`config.mk`:
```
export PLATFORM = sky130hd
export DESIGN_NAME = bic_top
export DESIGN_NICKNAME = d
export VERILOG_FILES = /design/src/inc/bic_pkg.sv /design/src/rtl/bic_sticky.sv /design/src/rtl/bic_top.sv
export VERILOG_INCLUDE_DIRS = /design/src /design/src/inc
export SDC_FILE = /design/constraint.sdc
export NUM_CORES = 1
export LEC_CHECK = 0
export BUFFER_PORTS_ARGS = -buffer_cell sky130_fd_sc_hd__buf_4
export CORE_MARGIN = 2
export CORE_UTILIZATION = 57
export DETAILED_ROUTE_END_ITERATION = 10
export PLACE_DENSITY = 0.85
export SYNTH_ARGS = -nofsm -noshare
export SYNTH_HDL_FRONTEND = slang
export SYNTH_SLANG_ARGS = --single-unit
export TNS_END_PERCENT = 30
```
`constraint.sdc`:
```
create_clock -name core_clk -period 3.86 [get_ports core_clk]
set_input_delay 0.193 -clock core_clk [delete_from_list [all_inputs] [get_ports core_clk]]
set_output_delay 0.193 -clock core_clk [all_outputs]
set_load 0.02 [all_outputs]
```
`src/inc/bic_map.svh`:
```
`ifndef BIC_MAP_SVH
`define BIC_MAP_SVH

// ==========================================================
// register offsets (byte addresses)
`define BIC_CFG_OFS 4'h0
`define BIC_EVT_OFS 4'h4
`define BIC_LOST_OFS 4'h8
`define BIC_COLL_OFS 4'hC

// ==========================================================
// fixed identifiers and reset values
`define BIC_CFG_RESET 16'h000B
`define BIC_CFG_ID 6'h0B
`define BIC_EVT_ID 6'h0C
`define BIC_LOST_ID 6'h10
`define BIC_COLL_ID 6'h12

// ==========================================================
// field positions and masks
`define BIC_SOFT_BIT 6
`define BIC_EN_MASK 16'hBF80
`define BIC_STARVE_EN_BIT 9

// ==========================================================
// counts
`define BIC_HALF_FROM 10'h1FF
`define BIC_HALF_TO 10'h200
`define BIC_EARLY_RX_BYTES 8'h80

`endif

```
`src/inc/bic_pkg.sv`:
```
package bic_pkg;

    // ==========================================================
    // types
    typedef enum logic [1:0] {
        BIC_RESP_OKAY = 2'h0,
        BIC_RESP_SLVERR = 2'h2
    } bic_resp_t;

    typedef logic [15:0] bic_word_t;
    typedef logic [9:0] bic_count_t;

endpackage

```
`src/rtl/bic_sticky.sv`:
```
`timescale 1ns/1ps
`default_nettype none

// ==========================================================
// sticky flag bank: set wins over a clear in the same cycle
module bic_sticky #(
    parameter int W = 10
) (
    // clock and reset
    input wire logic core_clk,
    input wire logic reset_n,
    input wire logic clk_en,
    // control
    input wire logic [W-1:0] set,
    input wire logic clr,
    // state
    output logic [W-1:0] flags
);

    logic [W-1:0] flags_reg;
    logic [W-1:0] flags_next;

    always_comb begin
        flags_next = (clr ? '0 : flags_reg) | set;
    end

    always_ff @(posedge core_clk or negedge reset_n) begin
        if (!reset_n) begin
            flags_reg <= '0;
        end else if (clk_en) begin
            flags_reg <= flags_next;
        end
    end

    assign flags = flags_reg;

endmodule

`default_nettype wire

```
`src/rtl/bic_top.sv`:
```
`timescale 1ns/1ps
`default_nettype none
`include "bic_map.svh"

module bic_top #(
    parameter int ADDR_W = 4
) (
    // clock and reset
    input wire logic core_clk,
    input wire logic reset_n,
    input wire logic clk_en,
    // axi4-lite write
    input wire logic [ADDR_W-1:0] s_axi_awaddr,
    input wire logic s_axi_awvalid,
    output logic s_axi_awready,
    input wire logic [31:0] s_axi_wdata,
    input wire logic [3:0] s_axi_wstrb,
    input wire logic s_axi_wvalid,
    output logic s_axi_wready,
    output logic [1:0] s_axi_bresp,
    output logic s_axi_bvalid,
    input wire logic s_axi_bready,
    // axi4-lite read
    input wire logic [ADDR_W-1:0] s_axi_araddr,
    input wire logic s_axi_arvalid,
    output logic s_axi_arready,
    output logic [31:0] s_axi_rdata,
    output logic [1:0] s_axi_rresp,
    output logic s_axi_rvalid,
    input wire logic s_axi_rready,
    // eeprom configuration
    input wire logic eeprom_present,
    input wire logic [15:0] eeprom_cfg,
    // buffer events
    input wire logic dma_frame_done_evt,
    input wire logic tx_accept_ready_evt,
    input wire logic tx_starve_evt,
    input wire logic rx_lost_evt,
    input wire logic rx_frame_start,
    input wire logic rx_byte_strobe,
    input wire logic dest_match_evt,
    input wire logic collision_evt,
    // outputs
    output logic host_irq,
    output logic tx_abandon
);

    // ==========================================================
    // bus slave state
    logic aw_held_reg, aw_held_next;
    logic [3:0] aw_addr_reg, aw_addr_next;
    logic w_held_reg, w_held_next;
    logic [15:0] w_data_reg, w_data_next;
    logic [1:0] w_strb_reg, w_strb_next;
    logic bvalid_reg, bvalid_next;
    bic_pkg::bic_resp_t bresp_reg, bresp_next;
    logic rvalid_reg, rvalid_next;
    bic_pkg::bic_word_t rdata_reg, rdata_next;
    bic_pkg::bic_resp_t rresp_reg, rresp_next;
    logic aw_fire, w_fire, ar_fire, wr_go;
    logic [3:0] ar_addr;

    assign s_axi_awready = clk_en & ~aw_held_reg & ~bvalid_reg;
    assign s_axi_wready = clk_en & ~w_held_reg & ~bvalid_reg;
    assign s_axi_arready = clk_en & ~rvalid_reg;
    assign aw_fire = s_axi_awvalid & s_axi_awready;
    assign w_fire = s_axi_wvalid & s_axi_wready;
    assign ar_fire = s_axi_arvalid & s_axi_arready;
    assign wr_go = aw_held_reg & w_held_reg & ~bvalid_reg;
    assign ar_addr = {s_axi_araddr[3:2], 2'h0};

    // ==========================================================
    // block state
    bic_pkg::bic_word_t en_reg, en_next;
    logic load_pending_reg, load_pending_next;
    bic_pkg::bic_count_t lost_cnt_reg, lost_cnt_next;
    bic_pkg::bic_count_t coll_cnt_reg, coll_cnt_next;
    logic [7:0] early_cnt_reg, early_cnt_next;
    logic early_armed_reg, early_armed_next;
    logic irq_reg, irq_next;
    logic abandon_reg, abandon_next;
    logic [9:0] flags, flag_set, en10;
    logic wr_cfg, soft_req, ev_clr, lost_rd, coll_rd;
    logic lost_half, coll_half, early_evt;
    bic_pkg::bic_word_t cfg_wr_val;

    assign wr_cfg = wr_go & (aw_addr_reg == `BIC_CFG_OFS);
    // request bit is never stored, so it cannot stay active
    assign soft_req = wr_cfg & w_strb_reg[0] & w_data_reg[`BIC_SOFT_BIT];
    assign ev_clr = ar_fire & (ar_addr == `BIC_EVT_OFS);
    assign lost_rd = ar_fire & (ar_addr == `BIC_LOST_OFS);
    assign coll_rd = ar_fire & (ar_addr == `BIC_COLL_OFS);
    // a read clear in the same cycle spoils the 1FFh to 200h step, so no warning then
    assign lost_half = rx_lost_evt & ~lost_rd & (lost_cnt_reg == `BIC_HALF_FROM);
    assign coll_half = collision_evt & ~coll_rd & (coll_cnt_reg == `BIC_HALF_FROM);
    assign early_evt = early_armed_reg & rx_byte_strobe & ~rx_frame_start
        & (early_cnt_reg == (`BIC_EARLY_RX_BYTES - 8'h01));

    // flag index i is event bit i+6; index 8 is the unused bit E
    assign flag_set = {dest_match_evt, 1'b0, lost_half, coll_half, early_evt, rx_lost_evt,
        tx_starve_evt, tx_accept_ready_evt, dma_frame_done_evt, soft_req};
    // soft request has no enable of its own
    assign en10 = {en_reg[15:7], 1'b1};

    bic_sticky #(.W(10)) u_flags (
        .core_clk(core_clk),
        .reset_n(reset_n),
        .clk_en(clk_en),
        .set(flag_set),
        .clr(ev_clr),
        .flags(flags)
    );

    // ==========================================================
    // next-state logic
    always_comb begin
        aw_held_next = aw_held_reg;
        aw_addr_next = aw_addr_reg;
        w_held_next = w_held_reg;
        w_data_next = w_data_reg;
        w_strb_next = w_strb_reg;
        bvalid_next = bvalid_reg;
        bresp_next = bresp_reg;
        rvalid_next = rvalid_reg;
        rdata_next = rdata_reg;
        rresp_next = rresp_reg;
        if (aw_fire) begin
            aw_held_next = 1'b1;
            aw_addr_next = {s_axi_awaddr[3:2], 2'h0};
        end
        if (w_fire) begin
            w_held_next = 1'b1;
            w_data_next = s_axi_wdata[15:0];
            w_strb_next = s_axi_wstrb[1:0];
        end
        if (wr_go) begin
            aw_held_next = 1'b0;
            w_held_next = 1'b0;
            bvalid_next = 1'b1;
            if (aw_addr_reg == `BIC_CFG_OFS) begin
                bresp_next = bic_pkg::BIC_RESP_OKAY;
            end else if (aw_addr_reg == `BIC_EVT_OFS || aw_addr_reg == `BIC_LOST_OFS
                    || aw_addr_reg == `BIC_COLL_OFS) begin
                bresp_next = bic_pkg::BIC_RESP_OKAY;
            end else begin
                bresp_next = bic_pkg::BIC_RESP_SLVERR;
            end
        end else if (bvalid_reg && s_axi_bready) begin
            bvalid_next = 1'b0;
        end
        if (ar_fire) begin
            rvalid_next = 1'b1;
            rresp_next = bic_pkg::BIC_RESP_OKAY;
            if (ar_addr == `BIC_CFG_OFS) begin
                rdata_next = en_reg | {10'h000, `BIC_CFG_ID};
            end else if (ar_addr == `BIC_EVT_OFS) begin
                rdata_next = {flags, `BIC_EVT_ID};
            end else if (ar_addr == `BIC_LOST_OFS) begin
                rdata_next = {lost_cnt_reg, `BIC_LOST_ID};
            end else if (ar_addr == `BIC_COLL_OFS) begin
                rdata_next = {coll_cnt_reg, `BIC_COLL_ID};
            end else begin
                rdata_next = 16'h0000;
                rresp_next = bic_pkg::BIC_RESP_SLVERR;
            end
        end else if (rvalid_reg && s_axi_rready) begin
            rvalid_next = 1'b0;
        end
    end

    always_comb begin
        en_next = en_reg;
        load_pending_next = 1'b0;
        if (load_pending_reg && eeprom_present) begin
            en_next = eeprom_cfg & `BIC_EN_MASK;
        end
        cfg_wr_val = en_next;
        if (w_strb_reg[0]) begin
            cfg_wr_val[7:0] = w_data_reg[7:0];
        end
        if (w_strb_reg[1]) begin
            cfg_wr_val[15:8] = w_data_reg[15:8];
        end
        if (wr_cfg) begin
            en_next = cfg_wr_val & `BIC_EN_MASK;
        end
        lost_cnt_next = (lost_rd ? 10'h000 : lost_cnt_reg) + {9'h000, rx_lost_evt};
        coll_cnt_next = (coll_rd ? 10'h000 : coll_cnt_reg) + {9'h000, collision_evt};
        early_cnt_next = early_cnt_reg;
        early_armed_next = early_armed_reg;
        if (rx_frame_start) begin
            early_cnt_next = {7'h00, rx_byte_strobe};
            early_armed_next = 1'b1;
        end else if (early_armed_reg && rx_byte_strobe) begin
            early_cnt_next = early_cnt_reg + 8'h01;
            early_armed_next = ~early_evt;
        end
        irq_next = |(flags & en10);
        abandon_next = tx_starve_evt;
    end

    // ==========================================================
    // registers
    always_ff @(posedge core_clk or negedge reset_n) begin
        if (!reset_n) begin
            aw_held_reg <= 1'b0;
            aw_addr_reg <= 4'h0;
            w_held_reg <= 1'b0;
            w_data_reg <= 16'h0000;
            w_strb_reg <= 2'h0;
            bvalid_reg <= 1'b0;
            bresp_reg <= bic_pkg::BIC_RESP_OKAY;
            rvalid_reg <= 1'b0;
            rdata_reg <= 16'h0000;
            rresp_reg <= bic_pkg::BIC_RESP_OKAY;
            en_reg <= `BIC_CFG_RESET & `BIC_EN_MASK;
            load_pending_reg <= 1'b1;
            lost_cnt_reg <= 10'h000;
            coll_cnt_reg <= 10'h000;
            early_cnt_reg <= 8'h00;
            early_armed_reg <= 1'b0;
            irq_reg <= 1'b0;
            abandon_reg <= 1'b0;
        end else if (clk_en) begin
            aw_held_reg <= aw_held_next;
            aw_addr_reg <= aw_addr_next;
            w_held_reg <= w_held_next;
            w_data_reg <= w_data_next;
            w_strb_reg <= w_strb_next;
            bvalid_reg <= bvalid_next;
            bresp_reg <= bresp_next;
            rvalid_reg <= rvalid_next;
            rdata_reg <= rdata_next;
            rresp_reg <= rresp_next;
            en_reg <= en_next;
            load_pending_reg <= load_pending_next;
            lost_cnt_reg <= lost_cnt_next;
            coll_cnt_reg <= coll_cnt_next;
            early_cnt_reg <= early_cnt_next;
            early_armed_reg <= early_armed_next;
            irq_reg <= irq_next;
            abandon_reg <= abandon_next;
        end
    end

    assign s_axi_bvalid = bvalid_reg;
    assign s_axi_bresp = bresp_reg;
    assign s_axi_rvalid = rvalid_reg;
    assign s_axi_rdata = {16'h0000, rdata_reg};
    assign s_axi_rresp = rresp_reg;
    assign host_irq = irq_reg;
    assign tx_abandon = abandon_reg;
endmodule

`default_nettype wire

```
* Word-level counts from Yosys, hierarchy flattened
Index checks and enable logic that the tools add are counted.
** Operators by class
- Reduce and logical (&&, ||, !) cells :: 23
- Eq/ne operators :: 9
- $add $sub $neg :: 3
- Multiplexer cells :: 29
- Bitwise gates (word level) :: 33
** Operators with widths (count)
- $mux 16 :: 6
- $mux 8 :: 4
- $mux 10 :: 3
- $and 1x1->1 :: 23
- $add 10x1->10 :: 2
- $eq 10x9->1 const B :: 2
- $reduce_and 2->1 :: 9
- $mux 2 :: 6
- $and 10x10->10 :: 1
- $mux 1 :: 10
- $or 10x10->10 :: 1
- $reduce_bool 2->1 :: 5
- $reduce_or 10->1 :: 1
- $add 8x1->8 const B :: 1
- $eq 2x2->1 const B :: 4
- $eq 8x7->1 const B :: 1
- $logic_not 4->1 :: 2
- $not 1->1 :: 8
- $eq 2x1->1 const B :: 2
- $logic_and 1x1->1 :: 4
- $logic_or 1x1->1 :: 2
** Storage, ports and cells
- Output and inout port bits :: 43
- Register bits after elaboration :: 102
- Logic and storage cells :: 116
- Bits of input ports :: 77

* Logic depth before layout (Yosys ltp)
- Depth in word-level cells :: 8
- Depth in mapped cells :: 9

* Hierarchy
Synthesis repeated with hierarchy kept, for this count alone.
** Second synthesis, totals
- Cell total of the unflattened synthesis :: 467
- Area total of the unflattened synthesis :: 4672.0 µm²
** By module, submodules not included
- bic_top :: cells an instance 445, area an instance 4316.6 µm², instances 1, sequential area each 2003.2 µm²
- bic_sticky :: cells an instance 22, area an instance 355.3 µm², instances 1, sequential area each 250.2 µm²

* Worst setup path after synthesis
No wires, ideal clock.
- Kind :: register -> register
- Start :: register rvalid_reg (netlist: s_axi_rvalid)
- End :: register coll_cnt_reg[7]
- Clock period less this slack :: 1927 ps
- Setup time :: 78 ps
- Stages on the path, launching flop included :: 7
- Path buffers :: 0
- Required time :: 3782 ps
- Arrival :: 1849 ps
- Slack :: 1933 ps
- Path through :: dfrtp_1 > nand4b_2 > and2_1 > ha_1 > nand3_1 > or4_1 > a21boi_1
** On the way
- Cells in the longest elaborated chain, start to end :: 6
** Ends and longest elaborated chain
- start: declaration :: line bic_top.sv:57 : logic rvalid_reg, rvalid_next;
- start signal: assignment :: line bic_top.sv:232 : rvalid_reg <= rvalid_next;
- $not 1->1 :: line bic_top.sv:65 : assign s_axi_arready = clk_en & ~rvalid_reg;
- $and 1x1->1 :: line bic_top.sv:65
- $and 1x1->1 :: line bic_top.sv:68 : assign ar_fire = s_axi_arvalid & s_axi_arready;
- $and 1x1->1 :: line bic_top.sv:92 : assign coll_rd = ar_fire & (ar_addr == `BIC_COLL_OFS);
- $mux 10 :: line bic_top.sv:188 : coll_cnt_next = (coll_rd ? 10'h000 : coll_cnt_reg) + {9'h000, collision_evt};
- $add 10x1->10 :: line bic_top.sv:188
- end signal: assignment :: line bic_top.sv:238 : coll_cnt_reg <= coll_cnt_next;
- end: declaration :: line bic_top.sv:77 : bic_pkg::bic_count_t coll_cnt_reg, coll_cnt_next;
Every way passes these cells.
A chain may end at the register's enable or synchronous reset.

* Worst setup path in the final report
- Start :: input port s_axi_araddr[2]
- End :: register lost_cnt_reg[4]
** On the way
- Cells in the longest elaborated chain, start to end :: 4
** Ends and longest elaborated chain
- start: declaration :: line bic_top.sv:24 : input wire logic [ADDR_W-1:0] s_axi_araddr,
- $eq 2x2->1 (no line)
- $and 1x1->1 :: line bic_top.sv:91 : assign lost_rd = ar_fire & (ar_addr == `BIC_LOST_OFS);
- $mux 10 :: line bic_top.sv:187 : lost_cnt_next = (lost_rd ? 10'h000 : lost_cnt_reg) + {9'h000, rx_lost_evt};
- $add 10x1->10 :: line bic_top.sv:187
- end signal: assignment :: line bic_top.sv:237 : lost_cnt_reg <= lost_cnt_next;
- end: declaration :: line bic_top.sv:76 : bic_pkg::bic_count_t lost_cnt_reg, lost_cnt_next;
Every way passes these cells.

==> run metrics <==
LEAKAGE 0.002319 uW; # IOs 120; CP Capture Type flip-flop; drt total wl 10.54 mm; status completed; grt total ovfl 0; fmax 0.4560 GHz; Skew-Pair Late Insertion Delay 360 ps; CP startpoint kind input pin; post-synthesis cell type count 56; number of synthesized flops with an enable pin 0; Num Clock Sinks 89; Initial Utilization 59.09%; Initial DRC Count 272; # DRC 0; Cell Area, Synth 4589 sq um; HPWL after DPL 7.472 mm; fin crit share 56.81%; max reg flops 16; largest net degree at the start of global routing 53; Hold Buf Count CTS 1; WL/cell 17.51 um; post-CTS resize count 0; Synth Instances 442; Final setup viols 0; Die Area 8785 sq um; Site Rows 32; Layout Nets 581; Die Wd 93.73 um; clock tree buffer depth 2; Avg Cell Area, Syn 10.38 sq um; number of slew-limit violations in the final report 0; Clk pin slew, worst setup/hold paths 90 ps; Seq cells post-synth 89; TritonRoute pass-1 iters 5; HP Class input pin to flip-flop; Max Cap Viol 0; Worst slew margin 40.28%; die height 93.73 um; ys async rst share 100.0%; H-tree levels 3; largest area contributor in the netlist dfrtp_1; layout overhead on the synthesized area 14.04%; Final GP Congestion 0.8563; Worst-Margin Slew 895.8 ps; flop2flop setup slack 1740 ps; CTS tree yes; via-per-instance ratio 6.037; RSZ-0062 raised after global routing false; kind of critical path input pin to flip-flop; Port Buffers 64; CP max stage cell ha_1; vias in the first global route 3558; n_diodes 0; most common cell in the synthesized netlist dfrtp_1; Tmin final 2193 ps; Antenna Violating Nets Remaining 0; cts bufs inserted 9; Critical Path AT 2430 ps; cell mode on critical path ha_1; core area 7767 sq um; skew final 13.60 ps; sequential area share after synthesis 48.56%; Synth area leaders dfrtp_1 48%, mux2_2 4.4%, a21oi_1 4.0%, buf_4 3.1%, nand2_1 2.8%; Cell Area, Placed 5036 sq um; initial antenna violation count 0; vias 3634; Root Driver clkbuf_8; first-pass GRT wire length 17.21 mm; Post-synth top cells 88 x dfrtp_1, 37 x a21oi_1, 34 x nand2_1; ys flop type dfrtp_1; fin area 5234 sq um; Yosys warning count 0; Max VDD drop 383.3 uV; CP required 4100 ps; area share of the largest cell type after synthesis 47.98%; share of layout cells above drive strength 1 23.00%; GRT Total Usage 24.98%; Crit path largest cell delay 550 ps; PwrDens 544.6 nW/um^2; crit-path max FO 23; Setup Fix Bufs, Post-CTS 0; critical path, cell by cell buf_4 > inv_1 > ha_1 > nand4b_1 > and2_1 > ha_1 > ha_1 > nand4_1 > xnor2_1 > nor2_1; Final Hold Viols 0; setup TNS 0 ps
[worst max-delay path: cells and delay by family]
kind                       cells  cell delay [ps]
adders and majority gates      3              970
and+or+nand+nor                4              910
buffers and inverters          2              190
xor gates and xnor gates       1              150
[cell usage in the layout (no fill, tap or decap), types with 10 or more instances in the layout]
cell type,instances
conb_1,18
mux2_2,18
a22o_1,10
dfrtp_1,88
nand2_1,34
nor2_1,22
nand2b_1,13
nand3b_1,10
buf_4,66
nand4b_1,11
inv_1,14
a21oi_1,37
clkbuf_8,10
o21ai_0,13
[per-layer routing]
metal,wire [um],track usage [%]
met1,4523,34.05
met2,5153,39.46
met3,623,4.976
met4,242,9.903
met5,0,0
[power breakdown]
group,total [uW],internal (uW),leakage [uW],switching (uW)
registers,1420,1180,0.00110,239
logic,821,400,0.00112,421
clock network,613,260,0.0000948,353
[cell type report]
type	instances	area, sq um
clock buffer	10	137.6
clock inverter	6	50.05
inverter	14	52.55
sequential	89	2228
timing repair buffer	67	505.5
multi-input combinational	314	2132
fill	590	2534
tap	102	127.6
[path summary, 6_finish.rpt]
path / from / end / cells after the start
min: tx_accept_ready_evt / u_flags.flags[2]$_DFFE_PN0P_ / 2
max: s_axi_araddr[2] / lost_cnt_reg[4]$_DFFE_PN0P_ / 10
max in group asynchronous: reset_n / load_pending_reg$_DFFE_PN1P_ / 3
min reg2reg: rdata_reg[5]$_DFFE_PN0P_ / rdata_reg[5]$_DFFE_PN0P_ / 2
min in group asynchronous: reset_n / early_cnt_reg[3]$_DFFE_PN0P_ / 2
max reg2reg: s_axi_rvalid$_DFFE_PN0P_ / lost_cnt_reg[6]$_DFFE_PN0P_ / 7
[kinds of logic after synthesis]
group,after synthesis,share of synthesized area [%]
and+or+nand+nor,148,18.89
AOI/OAI and AO/OA,109,16.79
DFF,89,48.56
buffers and inverters,56,6.379
muxes,23,5.507
adders and majority gates,9,2.454
xor gates and xnor gates,7,1.336
other,1,0.08171
[metrics by stage]
| stage | total power [uW] | hold WS (ps) | std cells | util, % | setup WS, ps |
|---|---|---|---|---|---|
| 6_report | 2850 | 55.60 | 602 | 67.38 | 1667 |
| 5_1_grt | 3009 | 40.07 | 602 | 67.38 | 1431 |
| 4_1_cts | 2856 | 46.04 | 602 | 67.38 | 1698 |
| 3_5_place_dp | 2245 | 251.8 | 585 | 64.84 | 1354 |
| 3_3_place_gp | 2193 | 244.2 | 585 | 64.84 | 1386 |
| 2_1_floorplan | 1936 | -102.6 | 459 | - | 1933 |
(Power assumes the default switching activity.)
